[config.mk]
export PLATFORM = sky130hd
export DESIGN_NAME = relay_threshold_control
export DESIGN_NICKNAME = d
export VERILOG_FILES = /design/src/design/relay_pkg.sv /design/src/design/relay_threshold_control.sv
export SDC_FILE = /design/constraint.sdc
export NUM_CORES = 1
export LEC_CHECK = 0
export ABC_AREA = 0
export BUFFER_PORTS_ARGS = -buffer_cell sky130_fd_sc_hd__buf_2
export CAP_MARGIN = 20
export CORE_ASPECT_RATIO = 0.5
export CORE_MARGIN = 10
export CORE_UTILIZATION = 50
export DETAILED_ROUTE_END_ITERATION = 7
export MAX_ROUTING_LAYER = met4
export PLACE_DENSITY_LB_ADDON = 0.08
export SKIP_CTS_REPAIR_TIMING = 1
export SYNTH_ARGS = -nofsm -noshare
export SYNTH_HDL_FRONTEND = slang
export SYNTH_SLANG_ARGS = --single-unit
[constraint.sdc]
create_clock -name clk -period 8.6 [get_ports clk]
set_clock_uncertainty 0.1 [all_clocks]
set_input_delay 0.43 -clock clk [delete_from_list [all_inputs] [get_ports clk]]
set_output_delay 0.43 -clock clk [all_outputs]
set_load 0.05 [all_outputs]
[src/design/relay_pkg.sv]
/*
 * Constants, register map and types for the relay threshold controller.
 * Assumes a 10 MHz system clock and an AXI4-Lite master with 32-bit data.
 */
// Operation
// - Disabled mode keeps relay off unless a critical fault response forces it on or keeps it on.
// - Normal mode: on above first+half, off below first-half.
// - Inverted mode: off above first+half, on below first-half.
// - Inside window: on between lower+half and upper-half, off outside.
// - Outside window: on above upper+half or below lower-half, off inside.
// - Upper and lower thresholds found by comparison, any programming order.
// - Thresholds are signed, range -999 to 9999, centre of band.
// - Half-band is 0 to 999; total hysteresis is twice that.
// - Relay changes only outside threshold plus/minus half-band; holds inside.
// - Second threshold is used only by the window modes.
// - Bus mode sets relay only from serial commands, ignoring the value.
// - Serial-commanded relay state is volatile, cleared by reset.
// - Indicator LED lights exactly while the relay is closed.
// - Relay turns on only after on-condition lasts the turn-on delay.
// - Relay turns off only after off-condition lasts the turn-off delay.
// - Border crossings shorter than the delay leave the relay unchanged.
// - One bit selects seconds or minutes for both delays.
// - Critical situation applies fault response: keep, force on, force off.
// - Threshold modes treat over-range value as critical.
// - Bus mode is critical when serial silence exceeds the receive timeout; here silence stops counting while the unit bit selects minutes.
// - Force-on fault response energises relay even in disabled mode.
// - Comparison may use live value or held peak value.
// - Per-relay source bit picks live or held peak/drop value.
package relay_pkg;

  localparam logic [7:0] CTRL_OFS = 8'h00;
  localparam logic [7:0] THR1_OFS = 8'h04;
  localparam logic [7:0] THR2_OFS = 8'h08;
  localparam logic [7:0] HALF_OFS = 8'h0C;
  localparam logic [7:0] TON_OFS = 8'h10;
  localparam logic [7:0] TURN_OFF_DELAY_OFS = 8'h14;
  localparam logic [7:0] TIMEOUT_OFS = 8'h18;
  localparam logic [7:0] STATUS_OFS = 8'h1C;

  // CTRL field positions
  localparam int CTRL_MODE_LSB = 0;
  localparam int CTRL_FAULT_LSB = 3;
  localparam int CTRL_UNIT_BIT = 5;
  localparam int CTRL_SRC_BIT = 6;

  localparam logic signed [15:0] THR_MIN = -16'sd999;
  localparam logic signed [15:0] THR_MAX = 16'sd9999;
  localparam logic [9:0] HALF_MAX = 10'h3E7;
  localparam logic [9:0] DELAY_MAX = 10'h3E7;

  localparam logic signed [15:0] THR_RESET = 16'sh0000;
  localparam logic [9:0] HALF_RESET = 10'h000;
  localparam logic [9:0] DELAY_RESET = 10'h000;
  localparam logic [15:0] TIMEOUT_RESET = 16'h0064;

  // Tick is one tenth of a second or of a minute
  localparam longint CLK_HZ = 10_000_000;
  localparam longint TENTH_SEC_MS = 100;
  localparam longint TENTH_MIN_MS = 6_000;
  localparam int TENTH_SEC_CYCLES = int'(TENTH_SEC_MS * CLK_HZ / 1000);
  localparam int TENTH_MIN_CYCLES = int'(TENTH_MIN_MS * CLK_HZ / 1000);

  localparam logic [1:0] RESP_OKAY = 2'h0;
  localparam logic [1:0] RESP_SLVERR = 2'h2;

  typedef enum logic [2:0] {
    output_disabled = 3'b000,
    MODE_NORMAL = 3'b001,
    MODE_INVERTED = 3'b010,
    MODE_INSIDE = 3'b011,
    MODE_OUTSIDE = 3'b100,
    MODE_BUS = 3'b101
  } relay_mode_t;

  typedef enum logic [1:0] {
    keep_state = 2'b00,
    FAULT_FORCE_ON = 2'b01,
    FAULT_FORCE_OFF = 2'b10
  } fault_resp_t;

  typedef struct packed {
    relay_mode_t mode;
    fault_resp_t fault_response;
    logic unit_minutes;
    logic relay_one_value_source;
    logic signed [15:0] first_threshold;
    logic signed [15:0] second_threshold;
    logic [9:0] band_half_width;
    logic [9:0] turn_on_delay;
    logic [9:0] turn_off_delay;
    logic [15:0] serial_receive_timeout;
  } relay_cfg_t;

  localparam relay_cfg_t CFG_RESET = '{output_disabled, keep_state, 1'b0, 1'b0, THR_RESET, THR_RESET,
                                       HALF_RESET, DELAY_RESET, DELAY_RESET, TIMEOUT_RESET};

endpackage : relay_pkg

[src/design/relay_threshold_control.sv]
/*
 * Relay threshold controller with AXI4-Lite register slave.
 * Assumes measured values and serial events come from logic on clk.
 */
`timescale 1ns/1ns
module relay_threshold_control import relay_pkg::*; #(
  parameter int TENTH_SEC_CYC = TENTH_SEC_CYCLES,
  parameter int TENTH_MIN_CYC = TENTH_MIN_CYCLES
) (
  input wire logic clk,
  input wire logic rst,
  input wire logic [7:0] s_axi_awaddr,
  input wire logic s_axi_awvalid,
  output logic s_axi_awready,
  input wire logic [31:0] s_axi_wdata,
  input wire logic [3:0] s_axi_wstrb,
  input wire logic s_axi_wvalid,
  output logic s_axi_wready,
  output logic [1:0] s_axi_bresp,
  output logic s_axi_bvalid,
  input wire logic s_axi_bready,
  input wire logic [7:0] s_axi_araddr,
  input wire logic s_axi_arvalid,
  output logic s_axi_arready,
  output logic [31:0] s_axi_rdata,
  output logic [1:0] s_axi_rresp,
  output logic s_axi_rvalid,
  input wire logic s_axi_rready,
  input wire logic signed [15:0] live_value,
  input wire logic signed [15:0] peak_value,
  input wire logic value_over_range,
  input wire logic serial_rx_pulse,
  input wire logic serial_cmd_valid,
  input wire logic serial_cmd_on,
  output logic relay_on,
  output logic led_on
);

  function automatic logic [31:0] merge_bytes(input logic [31:0] old, input logic [31:0] nw, input logic [3:0] strb);
    logic [31:0] r;
    r = old;
    for (int i = 0; i < 4; i++) begin
      if (strb[i]) begin
        r[i*8 +: 8] = nw[i*8 +: 8];
      end
    end
    return r;
  endfunction : merge_bytes

  function automatic logic mapped(input logic [7:0] a);
    return (a[1:0] == 2'b00) && (a <= STATUS_OFS);
  endfunction : mapped

  function automatic logic signed [17:0] sx(input logic signed [15:0] v);
    return {{2{v[15]}}, v};
  endfunction : sx

  relay_cfg_t cfg_q, cfg_d;
  logic aw_hold_q, aw_hold_d, w_hold_q, w_hold_d, bvalid_q, bvalid_d;
  logic [7:0] aw_addr_q, aw_addr_d;
  logic [31:0] w_data_q, w_data_d;
  logic [3:0] w_strb_q, w_strb_d;
  logic [1:0] bresp_q, bresp_d, rresp_q, rresp_d;
  logic rvalid_q, rvalid_d;
  logic [31:0] rdata_q, rdata_d;
  logic relay_q, relay_d, cmd_q, cmd_d;
  logic [25:0] tick_cnt_q, tick_cnt_d;
  logic [9:0] dly_cnt_q, dly_cnt_d;
  logic [15:0] silence_q, silence_d;
  logic tick, sec_tick, critical, pending, want, hold_band;
  logic signed [17:0] val, t1, t2, hi, lo, hw;
  logic [31:0] old_word, new_word, status_word;
  logic signed [15:0] thr_in;
  logic [9:0] ten_in;

  assign s_axi_awready = !aw_hold_q && !bvalid_q;
  assign s_axi_wready = !w_hold_q && !bvalid_q;
  assign s_axi_bvalid = bvalid_q;
  assign s_axi_bresp = bresp_q;
  assign s_axi_arready = !rvalid_q;
  assign s_axi_rvalid = rvalid_q;
  assign s_axi_rdata = rdata_q;
  assign s_axi_rresp = rresp_q;
  assign relay_on = relay_q;
  assign led_on = relay_q;

  assign status_word = {28'h0000000, cmd_q, pending, critical, relay_q};

  // Register file and AXI4-Lite handshakes
  always_comb begin
    aw_hold_d = aw_hold_q;
    aw_addr_d = aw_addr_q;
    w_hold_d = w_hold_q;
    w_data_d = w_data_q;
    w_strb_d = w_strb_q;
    bvalid_d = bvalid_q;
    bresp_d = bresp_q;
    rvalid_d = rvalid_q;
    rdata_d = rdata_q;
    rresp_d = rresp_q;
    cfg_d = cfg_q;
    old_word = 32'h00000000;
    case (aw_addr_q)
      CTRL_OFS: old_word = {25'h0000000, cfg_q.relay_one_value_source, cfg_q.unit_minutes, cfg_q.fault_response,
                            cfg_q.mode};
      THR1_OFS: old_word = {{16{cfg_q.first_threshold[15]}}, cfg_q.first_threshold};
      THR2_OFS: old_word = {{16{cfg_q.second_threshold[15]}}, cfg_q.second_threshold};
      HALF_OFS: old_word = {22'h000000, cfg_q.band_half_width};
      TON_OFS: old_word = {22'h000000, cfg_q.turn_on_delay};
      TURN_OFF_DELAY_OFS: old_word = {22'h000000, cfg_q.turn_off_delay};
      TIMEOUT_OFS: old_word = {16'h0000, cfg_q.serial_receive_timeout};
      default: old_word = 32'h00000000;
    endcase
    new_word = merge_bytes(old_word, w_data_q, w_strb_q);
    // Out-of-range values saturate so the comparators never see illegal settings
    if ($signed(new_word) < $signed({{16{THR_MIN[15]}}, THR_MIN})) begin
      thr_in = THR_MIN;
    end else if ($signed(new_word) > $signed({16'h0000, THR_MAX})) begin
      thr_in = THR_MAX;
    end else begin
      thr_in = new_word[15:0];
    end
    ten_in = (new_word > {22'h000000, DELAY_MAX}) ? DELAY_MAX : new_word[9:0];
    if (s_axi_awvalid && s_axi_awready) begin
      aw_hold_d = 1'b1;
      aw_addr_d = s_axi_awaddr;
    end
    if (s_axi_wvalid && s_axi_wready) begin
      w_hold_d = 1'b1;
      w_data_d = s_axi_wdata;
      w_strb_d = s_axi_wstrb;
    end
    if (aw_hold_q && w_hold_q) begin
      aw_hold_d = 1'b0;
      w_hold_d = 1'b0;
      bvalid_d = 1'b1;
      bresp_d = mapped(aw_addr_q) ? RESP_OKAY : RESP_SLVERR;
      case (aw_addr_q)
        CTRL_OFS: begin
          if (new_word[2:0] <= 3'b101) begin
            cfg_d.mode = relay_mode_t'(new_word[CTRL_MODE_LSB +: 3]);
          end
          if (new_word[4:3] != 2'b11) begin
            cfg_d.fault_response = fault_resp_t'(new_word[CTRL_FAULT_LSB +: 2]);
          end
          cfg_d.unit_minutes = new_word[CTRL_UNIT_BIT];
          cfg_d.relay_one_value_source = new_word[CTRL_SRC_BIT];
        end
        THR1_OFS: cfg_d.first_threshold = thr_in;
        THR2_OFS: cfg_d.second_threshold = thr_in;
        HALF_OFS: cfg_d.band_half_width = ten_in;
        TON_OFS: cfg_d.turn_on_delay = ten_in;
        TURN_OFF_DELAY_OFS: cfg_d.turn_off_delay = ten_in;
        TIMEOUT_OFS: cfg_d.serial_receive_timeout = new_word[15:0];
        default: cfg_d = cfg_q;
      endcase
    end
    if (bvalid_q && s_axi_bready) begin
      bvalid_d = 1'b0;
    end
    if (rvalid_q && s_axi_rready) begin
      rvalid_d = 1'b0;
    end
    if (s_axi_arvalid && !rvalid_q) begin
      rvalid_d = 1'b1;
      rresp_d = mapped(s_axi_araddr) ? RESP_OKAY : RESP_SLVERR;
      case (s_axi_araddr)
        CTRL_OFS: rdata_d = {25'h0000000, cfg_q.relay_one_value_source, cfg_q.unit_minutes, cfg_q.fault_response,
                             cfg_q.mode};
        THR1_OFS: rdata_d = {{16{cfg_q.first_threshold[15]}}, cfg_q.first_threshold};
        THR2_OFS: rdata_d = {{16{cfg_q.second_threshold[15]}}, cfg_q.second_threshold};
        HALF_OFS: rdata_d = {22'h000000, cfg_q.band_half_width};
        TON_OFS: rdata_d = {22'h000000, cfg_q.turn_on_delay};
        TURN_OFF_DELAY_OFS: rdata_d = {22'h000000, cfg_q.turn_off_delay};
        TIMEOUT_OFS: rdata_d = {16'h0000, cfg_q.serial_receive_timeout};
        STATUS_OFS: rdata_d = status_word;
        default: rdata_d = 32'h00000000;
      endcase
    end
  end

  always_ff @(posedge clk or posedge rst) begin
    if (rst) begin
      cfg_q <= CFG_RESET;
      aw_hold_q <= 1'b0;
      aw_addr_q <= 8'h00;
      w_hold_q <= 1'b0;
      w_data_q <= 32'h00000000;
      w_strb_q <= 4'h0;
      bvalid_q <= 1'b0;
      bresp_q <= RESP_OKAY;
      rvalid_q <= 1'b0;
      rdata_q <= 32'h00000000;
      rresp_q <= RESP_OKAY;
    end else begin
      cfg_q <= cfg_d;
      aw_hold_q <= aw_hold_d;
      aw_addr_q <= aw_addr_d;
      w_hold_q <= w_hold_d;
      w_data_q <= w_data_d;
      w_strb_q <= w_strb_d;
      bvalid_q <= bvalid_d;
      bresp_q <= bresp_d;
      rvalid_q <= rvalid_d;
      rdata_q <= rdata_d;
      rresp_q <= rresp_d;
    end
  end

  // Threshold decision with hysteresis
  always_comb begin
    val = sx(cfg_q.relay_one_value_source ? peak_value : live_value);
    t1 = sx(cfg_q.first_threshold);
    t2 = sx(cfg_q.second_threshold);
    hw = {8'h00, cfg_q.band_half_width};
    hi = (t1 > t2) ? t1 : t2;
    lo = (t1 > t2) ? t2 : t1;
    want = relay_q;
    hold_band = 1'b0;
    case (cfg_q.mode)
      MODE_NORMAL: begin
        if (val > t1 + hw) want = 1'b1;
        else if (val < t1 - hw) want = 1'b0;
        else hold_band = 1'b1;
      end
      MODE_INVERTED: begin
        if (val > t1 + hw) want = 1'b0;
        else if (val < t1 - hw) want = 1'b1;
        else hold_band = 1'b1;
      end
      MODE_INSIDE: begin
        if (val > lo + hw && val < hi - hw) want = 1'b1;
        else if (val < lo - hw || val > hi + hw) want = 1'b0;
        else hold_band = 1'b1;
      end
      MODE_OUTSIDE: begin
        if (val > hi + hw || val < lo - hw) want = 1'b1;
        else if (val > lo + hw && val < hi - hw) want = 1'b0;
        else hold_band = 1'b1;
      end
      MODE_BUS: want = cmd_q;
      default: want = 1'b0;
    endcase
  end

  assign critical = (cfg_q.mode == MODE_BUS) ? (silence_q > cfg_q.serial_receive_timeout)
                                             : value_over_range;
  assign pending = (cfg_q.mode != MODE_BUS) && (cfg_q.mode != output_disabled) && (want != relay_q);
  assign tick = (tick_cnt_q == 26'h0000000);

  // Relay state, delays and serial supervision
  always_comb begin
    relay_d = relay_q;
    cmd_d = serial_cmd_valid ? serial_cmd_on : cmd_q;
    // Tick period follows the unit bit; both delays share it
    // Tick phase runs free, so a delay of N lasts N-1 to N ticks
    if (tick) begin
      tick_cnt_d = cfg_q.unit_minutes ? 26'(TENTH_MIN_CYC - 1) : 26'(TENTH_SEC_CYC - 1);
    end else begin
      tick_cnt_d = tick_cnt_q - 26'h0000001;
    end
    // Serial silence is timed in tenths of a second and stops counting while the unit bit selects minutes
    sec_tick = (tick_cnt_q == 26'h0000000) && !cfg_q.unit_minutes;
    if (serial_rx_pulse) begin
      silence_d = 16'h0000;
    end else if (sec_tick && silence_q != 16'hFFFF) begin
      silence_d = silence_q + 16'h0001;
    end else begin
      silence_d = silence_q;
    end
    dly_cnt_d = dly_cnt_q;
    if (!pending) begin
      dly_cnt_d = 10'h000;
    end else if (tick && dly_cnt_q != 10'h3FF) begin
      dly_cnt_d = dly_cnt_q + 10'h001;
    end
    if (critical) begin
      case (cfg_q.fault_response)
        FAULT_FORCE_ON: relay_d = 1'b1;
        FAULT_FORCE_OFF: relay_d = 1'b0;
        default: relay_d = relay_q;
      endcase
      dly_cnt_d = 10'h000;
    end else if (cfg_q.mode == MODE_BUS) begin
      relay_d = cmd_q;
    end else if (cfg_q.mode == output_disabled) begin
      relay_d = 1'b0;
    end else if (pending && want && dly_cnt_q >= cfg_q.turn_on_delay) begin
      relay_d = 1'b1;
      dly_cnt_d = 10'h000;
    end else if (pending && !want && dly_cnt_q >= cfg_q.turn_off_delay) begin
      relay_d = 1'b0;
      dly_cnt_d = 10'h000;
    end
  end

  always_ff @(posedge clk or posedge rst) begin
    if (rst) begin
      relay_q <= 1'b0;
      cmd_q <= 1'b0;
      tick_cnt_q <= 26'h0000000;
      dly_cnt_q <= 10'h000;
      silence_q <= 16'h0000;
    end else begin
      relay_q <= relay_d;
      cmd_q <= cmd_d;
      tick_cnt_q <= tick_cnt_d;
      dly_cnt_q <= dly_cnt_d;
      silence_q <= silence_d;
    end
  end

  // Checks
  logic thr_mode;
  assign thr_mode = (cfg_q.mode != MODE_BUS) && (cfg_q.mode != output_disabled);

  a_led_tracks_relay: assert property (@(posedge clk) disable iff (rst) led_on == relay_on)
    else $error("led differs from relay");
  a_disabled_stays_off: assert property (@(posedge clk) disable iff (rst)
    (cfg_q.mode == output_disabled && !(critical && cfg_q.fault_response == FAULT_FORCE_ON)) |=> !relay_q)
    else $error("relay on in disabled mode");
  a_force_on_wins: assert property (@(posedge clk) disable iff (rst)
    (critical && cfg_q.fault_response == FAULT_FORCE_ON) |=> relay_q)
    else $error("force-on not applied");
  a_force_off_wins: assert property (@(posedge clk) disable iff (rst)
    (critical && cfg_q.fault_response == FAULT_FORCE_OFF) |=> !relay_q)
    else $error("force-off not applied");
  a_fault_keeps: assert property (@(posedge clk) disable iff (rst)
    (critical && cfg_q.fault_response == keep_state) |=> $stable(relay_q))
    else $error("relay changed under keep response");
  a_bus_follows_cmd: assert property (@(posedge clk) disable iff (rst)
    (cfg_q.mode == MODE_BUS && !critical) |=> relay_q == $past(cmd_q))
    else $error("relay not following serial command");
  a_band_holds: assert property (@(posedge clk) disable iff (rst)
    (thr_mode && !critical && hold_band) |=> $stable(relay_q))
    else $error("relay changed inside band");
  a_on_delay_wait: assert property (@(posedge clk) disable iff (rst)
    (thr_mode && !critical && !relay_q && dly_cnt_q < cfg_q.turn_on_delay) |=> !relay_q)
    else $error("relay on before turn-on delay");
  a_off_delay_wait: assert property (@(posedge clk) disable iff (rst)
    (thr_mode && !critical && relay_q && dly_cnt_q < cfg_q.turn_off_delay) |=> relay_q)
    else $error("relay off before turn-off delay");
  a_thr_in_range: assert property (@(posedge clk) disable iff (rst)
    cfg_q.first_threshold >= THR_MIN && cfg_q.first_threshold <= THR_MAX &&
    cfg_q.second_threshold >= THR_MIN && cfg_q.second_threshold <= THR_MAX)
    else $error("threshold out of range");
  a_rx_clears_silence: assert property (@(posedge clk) disable iff (rst)
    (cfg_q.mode == MODE_BUS && serial_rx_pulse) |=> (cfg_q.mode != MODE_BUS || !critical))
    else $error("serial data did not clear timeout");
  // Zone checks use zero delays, so the decision must show at the next edge
  a_normal_above_on: assert property (@(posedge clk) disable iff (rst)
    (cfg_q.mode == MODE_NORMAL && !critical && cfg_q.turn_on_delay == 10'h000 && val > t1 + hw) |=> relay_q)
    else $error("relay not on above upper border");
  a_inside_zone_on: assert property (@(posedge clk) disable iff (rst)
    (cfg_q.mode == MODE_INSIDE && !critical && cfg_q.turn_on_delay == 10'h000 && val > lo + hw && val < hi - hw)
    |=> relay_q)
    else $error("relay not on inside window");
  a_outside_zone_off: assert property (@(posedge clk) disable iff (rst)
    (cfg_q.mode == MODE_OUTSIDE && !critical && cfg_q.turn_off_delay == 10'h000 && val > lo + hw && val < hi - hw)
    |=> !relay_q)
    else $error("relay not off inside window");
  a_idle_holds: assert property (@(posedge clk) disable iff (rst)
    (thr_mode && !critical && !pending) |=> $stable(relay_q))
    else $error("relay changed without pending switch");
  a_delay_restarts: assert property (@(posedge clk) disable iff (rst)
    !pending |=> dly_cnt_q == 10'h000)
    else $error("delay count not restarted");

  c_normal_on: cover property (@(posedge clk) disable iff (rst) cfg_q.mode == MODE_NORMAL && $rose(relay_q));
  c_window_on: cover property (@(posedge clk) disable iff (rst) cfg_q.mode == MODE_INSIDE && $rose(relay_q));
  c_bus_timeout: cover property (@(posedge clk) disable iff (rst) cfg_q.mode == MODE_BUS && $rose(critical));
  c_delayed_off: cover property (@(posedge clk) disable iff (rst) cfg_q.turn_off_delay != 10'h000 && $fell(relay_q));
  c_force_on_disabled: cover property (@(posedge clk) disable iff (rst) cfg_q.mode == output_disabled && critical && relay_q);

endmodule : relay_threshold_control

==> impl_metrics.csv, run 1 <==
group,metric,value,unit
global_routing,gr-usage-met2,40.6,%
global_routing,grt_max_degree,139,
sta,finalCritPeriodShare,89.5,%
placement,numPortBuffers,135,
sta,relSlewSlack,24.0,%
floorplan,num_rows,48,
logic_synthesis,yosysMostFrequentCell,"ha_1",
worst_setup_path,ff2ff_path_depth,26,
global_routing,grtUsageTotal,27.0,%
cells_and_area,fillCellCount,3294,
worst_setup_path,rr_startpoint,"cfg_q[58]$_DFFE_PP0P_",
run_status,violations,"DRC, hold timing",
logic_synthesis,synth_cells,2072,
drt,vias,16300,
clock_network,cts.sinks,206,
global_routing,antenna_found_initial,2,
sta,fin_crit,7.70,ns
cells_and_area,area_growth,9.95,%
logic_synthesis,ys_types,88,
logic_synthesis,synth_top_cell_area_share,28.3,%
placement,place_congestion,1.04,
drt,ant_nets,0,
sta,hold_viol,19,
logic_synthesis,synth_top_area_cell,"dfrtp_1",
logic_synthesis,yosysSeqAreaShare,28.8,%
logic_synthesis,synthArstFlopShare,100,%
logic_synthesis,syn_avg_cell_area,8.65,um2
sta,holdWs,-0.0179,ns
logic_synthesis,synth_common_cells,"218 x ha_1, 203 x dfrtp_1, 176 x nand2_1, 162 x nor2_1, 137 x a21oi_1",
clock_network,cts_tree,"done",
worst_setup_path,path_class,"flip-flop to flip-flop",
clock_network,htree_levels,1,
clock_network,cts_root_buf,"clkbuf_16",
sta,rsz0062_at_grt,"false",
floorplan,die_height,154,um
floorplan,start_util,51.4,%
flow_run,maxCapViolations,0,
worst_setup_path,r2r_setup_slack,0.90,ns
drt,vias_per_cell,6.13,
clock_network,cts_buffer_depth,3,
floorplan,io_pins,138,
drt,drc,1,
sta,maxSlewViolCount,0,
hold_path,whs_path_depth,2,
sta,fmax,130,MHz
worst_setup_path,worstPathMaxFanout,34,
worst_setup_path,crit_start,"cfg_q[58]$_DFFE_PP0P_",
logic_synthesis,synth-edff-count,0,
worst_setup_path,r2r_end,"dly_cnt_q[0]$_DFF_PP0_",
sta,tns,0,ns
sta,worstMarginPinSlew,1.14,ns
run_status,status,"complete, but fails checks",
placement,hpwl,47.3,mm
cells_and_area,nets,2478,
logic_synthesis,ys.flop_type,"dfrtp_1",
drt,drt-initial-drc-count,1760,
clock_network,clkLatencyLatePin,0.53,ns
worst_setup_path,start_kind,"flip-flop",
sta,setup_viol,0,
drt,dr.pass1.iters,8,
drt,wirelength,59.9,mm
global_routing,grt_pass1_wl,92.5,mm
worst_setup_path,crit_required,8.95,ns
worst_setup_path,end_kind,"flip-flop",
hold_path,hp-start,"s_axi_rready",
clock_network,clkTransAtPathRegs,0.06,ns
logic_synthesis,ys_ff_latch,206,
global_routing,met3_usage,6.15,%
hold_path,hp-class,"input pin to flip-flop",
logic_synthesis,yosys-top-cells-area,"dfrtp_1 28%, ha_1 15%, mux2_2 4.0%",
global_routing,grt-busiest-layer,"met2",
floorplan,core_area,0.0349,mm2
hold_path,min_to,"s_axi_rvalid$_DFFE_PP0P_",
global_routing,grt-ovfl-total,0,
logic_synthesis,ys_warn_count,0,
clock_network,cts_buffers,23,
floorplan,die-area,0.0443,mm2
worst_setup_path,arrival,8.05,ns
logic_synthesis,syn_area,0.0179,mm2
global_routing,grt_use_met1,35.7,%
cells_and_area,fin_util,56.5,%
cells_and_area,drive_gt1_share,13.2,%
floorplan,die_w,288,um
drt,routedWlPerCell,22.6,um
global_routing,first_global_vias,15900,
## per-stage QoR
step	setup WS [ns]	hold WS, ns	cell area [um2]	std cells
6_report	0.901	-0.0179	19700	2652
5_1_grt	0.230	0.00333	19700	2652
4_1_cts	0.993	-0.0285	19700	2648
3_5_place_dp	1.02	0.351	18900	2607
3_3_place_gp	1.12	0.343	18900	2607
2_1_floorplan	1.64	0.322	17900	2073
## metal layers
layer	vias up	share of wire (%)
li1	7741	-
met1	7748	44
met2	657	43
met3	119	8.7
met4	0	3.5
met5	-	0
## sequential cells by signal, summed over array words and instances (netlist names), 4 cells and up
signal       count
cfg_q           85
w_data_q        32
tick_cnt_q      26
s_axi_rdata     17
silence_q       16
dly_cnt_q       10
aw_addr_q        8
w_strb_q         4
## layout make-up
class / instances / area (um2) / share of cell area, %
flip-flops and latches: 206 / 5160 / 26.2
clock inverters: 7 / 88.8 / 0.451
diodes: 2 / 5.00 / 0.0254
repair buffers: 164 / 893 / 4.53
multi-input cells: 1644 / 11900 / 60.2
well taps: 475 / 594 / 3.02
inverters: 120 / 458 / 2.32
clock buffers: 34 / 647 / 3.28
## cells by family after synthesis
| logic type | count (synthesis) | share of synthesized area, % |
|---|---|---|
| and+or+nand+nor | 647 | 18.0 |
| other | 1 | 0.0209 |
| AOI/OAI and AO/OA | 548 | 20.2 |
| muxes | 98 | 5.92 |
| adders and majority gates | 225 | 15.9 |
| buffers and inverters | 223 | 5.08 |
| DFF | 206 | 28.8 |
| xor gates and xnor gates | 124 | 6.06 |
## cell usage in the layout, fill, tap and decap left out, types with 30 or more instances in the layout
cell / count
nand2b_1: 32
nor2_1: 161
xnor2_1: 73
ha_1: 218
nand3_1: 35
a21oi_1: 137
xor2_1: 51
nor3_1: 46
o21ai_0: 97
mux2_2: 64
o21ai_1: 38
buf_2: 136
nand4_1: 31
inv_1: 116
a21o_1: 30
dfrtp_1: 203
nand2_1: 176
mux2i_1: 34
## worst max-delay path by stage
stage | endpoint | slack [ns] | cells after the start
after floorplan | dly_cnt_q[0]$_DFF_PP0_ | 1.64 | 32
after global placement | dly_cnt_q[2]$_DFF_PP0_ | 1.12 | 26
after detailed placement | dly_cnt_q[8]$_DFF_PP0_ | 1.02 | 26
after CTS | dly_cnt_q[0]$_DFF_PP0_ | 0.99 | 26
after global routing | dly_cnt_q[6]$_DFF_PP0_ | 0.23 | 26
final | dly_cnt_q[0]$_DFF_PP0_ | 0.90 | 26
## critical path: stages (launching register included)
cell and delay, ns:
dfrtp_1 0.43, clkinv_1 0.29, ha_1 0.39, or2_1 0.21, a211oi_1 0.22, a21oi_1 0.13
a311oi_1 0.56, nor2_2 0.20, buf_4 0.30, nand2_1 0.11, o21ai_0 0.13, ha_1 0.25
or3_1 0.37, o221a_2 0.31, a311oi_1 0.88, nor2_1 0.11, xor2_1 0.18, a22oi_1 0.21
ha_1 0.27, a21o_1 0.18, a221o_1 0.32, a221oi_1 0.24, o21ai_0 0.18, nand3_1 0.14
and4_1 0.34, nand3_1 0.34, a21oi_1 0.24
Power of run 1 is not shown: default switching activity piles up to over one toggle a cycle in this logic, so the estimate is an artifact.
==> run 2, diff against run 1 <==
==> constraint.sdc (replaced) <==
create_clock -name clk -period 8.6 [get_ports clk]
set_clock_uncertainty 0.1 [all_clocks]
set_input_delay 1.72 -clock clk [delete_from_list [all_inputs] [get_ports clk]]
set_output_delay 1.72 -clock clk [all_outputs]
set_load 0.05 [all_outputs]
==> run 2 against run 1 <==
The flow finishes with violations (DRC). Via count barely moved. Global-route usage is the same. First-iteration DRC count is 3.4% lower. Register-to-register slack is essentially flat. Routed wire length decreased by 0.23%. Cell area about the same. Critical path depth did not move. Final cell count hardly changed. Utilization barely moved. Critical path type unchanged.
==> impl_metrics.csv, run 2 (synthesized netlist as in run 1, its figures left out) <==
group,metric,value,unit
run_status,status,"complete, but fails checks",
run_status,violations,"DRC",
cells_and_area,drive_gt1_share,13.2,%
drt,vias_per_cell,6.13,
drt,ant_nets,0,
global_routing,grt_pass1_wl,92.5,mm
floorplan,num_rows,48,
worst_setup_path,crit_required,8.95,ns
sta,worstMarginPinSlew,1.14,ns
drt,dr.pass1.iters,8,
flow_run,maxCapViolations,0,
placement,hpwl,47.3,mm
placement,placed_area,0.0189,mm2
worst_setup_path,end_kind,"flip-flop",
worst_setup_path,r2r_setup_slack,0.91,ns
worst_setup_path,ff2ff_path_depth,26,
worst_setup_path,crit_family,"compound AO/OA/AOI/OAI gates",
sta,fin_crit,7.69,ns
drt,routedWlPerCell,22.6,um
global_routing,first_global_vias,15900,
worst_setup_path,rr_startpoint,"cfg_q[58]$_DFFE_PP0P_",
worst_setup_path,arrival,8.04,ns
placement,numPortBuffers,135,
cells_and_area,mostFrequentLayoutCell,"ha_1",
hold_path,whs_path_depth,1,
cells_and_area,top_regs,"cfg_q x85, w_data_q x32, tick_cnt_q x26",
worst_setup_path,worstPathMaxFanout,34,
drt,vias,16300,
cells_and_area,nets,2477,
cells_and_area,final_cell_mix,"218 x ha_1, 203 x dfrtp_1, 176 x nand2_1",
worst_setup_path,r2r_end,"dly_cnt_q[3]$_DFF_PP0_",
global_routing,grt_max_degree,139,
cells_and_area,design_area,0.0197,mm2
global_routing,antenna_found_initial,2,
drt,drt-initial-drc-count,1701,
clock_network,cts_root_buf,"clkbuf_16",
sta,relSlewSlack,23.6,%
worst_setup_path,crit_top_cell,"ha_1",
clock_network,clkLatencyLatePin,0.53,ns
floorplan,die_w,288,um
clock_network,htree_levels,1,
worst_setup_path,cp_slowest_stage_delay,0.86,ns
drt,drc,2,
hold_path,hp-start,"tick_cnt_q[0]$_DFF_PP0_",
sta,finalCritPeriodShare,89.4,%
cells_and_area,largest_reg_flops,85,
drt,wirelength,59.8,mm
sta,hold_viol,0,
worst_setup_path,cp_slowest_cell,"a311oi_1",
clock_network,cts_buffers,23,
global_routing,grt-ovfl-total,0,
cells_and_area,regMostFlops,"cfg_q",
clock_network,cts.sinks,206,
global_routing,grtUsageTotal,27.0,%
floorplan,io_pins,138,
worst_setup_path,crit_buf_inv,2,
clock_network,cts_buffer_depth,3,
hold_path,min_to,"tick_cnt_q[0]$_DFF_PP0_",
sta,setup_viol,0,
floorplan,start_util,51.4,%
floorplan,die-area,0.0443,mm2
floorplan,die_height,154,um
hold_path,hp-class,"flip-flop to flip-flop",
worst_setup_path,path_class,"flip-flop to flip-flop",
sta,tns,0,ns
clock_network,cts_tree,"done",
floorplan,core_area,0.0349,mm2
cells_and_area,area_growth,9.89,%
placement,place_congestion,1.04,
sta,rsz0062_at_grt,"false",
clock_network,clkTransAtPathRegs,0.06,ns
worst_setup_path,start_kind,"flip-flop",
sta,maxSlewViolCount,0,
sta,fmax,130,MHz
## run 2: cell count changes in the layout (fill, tap and decap cells not counted)
cell           previous run  this run
dlygate4sd3_1             1         0
## run 2: worst max path at each step
stage | start | end | cells past startpoint
3_3_place_gp | cfg_q[58]$_DFFE_PP0P_ | dly_cnt_q[2]$_DFF_PP0_ | 26
4_1_cts | cfg_q[58]$_DFFE_PP0P_ | dly_cnt_q[0]$_DFF_PP0_ | 26
3_5_place_dp | cfg_q[58]$_DFFE_PP0P_ | dly_cnt_q[8]$_DFF_PP0_ | 26
6_report | cfg_q[58]$_DFFE_PP0P_ | dly_cnt_q[3]$_DFF_PP0_ | 26
5_1_grt | cfg_q[58]$_DFFE_PP0P_ | dly_cnt_q[6]$_DFF_PP0_ | 26
2_1_floorplan | rst | aw_addr_q[0]$_DFFE_PP0P_ | 1
## run 2: worst register-to-register path: stages (launching register included)
cell and delay [ns]:
dfrtp_1 0.43, clkinv_1 0.28, ha_1 0.39, or2_1 0.21, a211oi_1 0.23, a21oi_1 0.12
a311oi_1 0.56, nor2_2 0.20, buf_4 0.30, nand2_1 0.11, o21ai_0 0.13, ha_1 0.25
or3_1 0.37, o221a_2 0.30, a311oi_1 0.86, nor2_1 0.11, xor2_1 0.18, a22oi_1 0.21
ha_1 0.27, a21o_1 0.18, a221o_1 0.32, a221oi_1 0.24, o21ai_0 0.18, nand3_1 0.14
and4_1 0.34, nand3_1 0.34, a21oi_1 0.24
## run 2: cell type report
type | instances | area (um2)
fillers | 3295 | 15200
multi-input cells | 1644 | 11900
flip-flops and latches | 206 | 5160
repair buffers | 163 | 883
clock buffers | 34 | 647
well taps | 475 | 594
inverters | 120 | 458
clock inverters | 7 | 88.8
diodes | 2 | 5.00
## run 2: per-stage QoR
stage,cells,setup slack (ns),util (%),hold slack (ns)
after floorplan,2073,1.16,-,0.322
after global placement,2607,1.12,54.3,0.343
after detailed placement,2607,1.02,54.3,0.351
after CTS,2648,0.993,56.4,0.359
after global routing,2651,0.230,56.4,0.370
final,2651,0.914,56.4,0.351
## run 2: layer usage
metal  routed length (um)  vias to the layer above  track usage (%)
met5                    0                        -                -
met4                 2120                        0             8.42
met3                 5350                      117             6.15
met2                25800                      677             40.6
met1                26500                     7739             35.7
li1                     -                     7727                -
Power of run 2 is left out for the same reason.
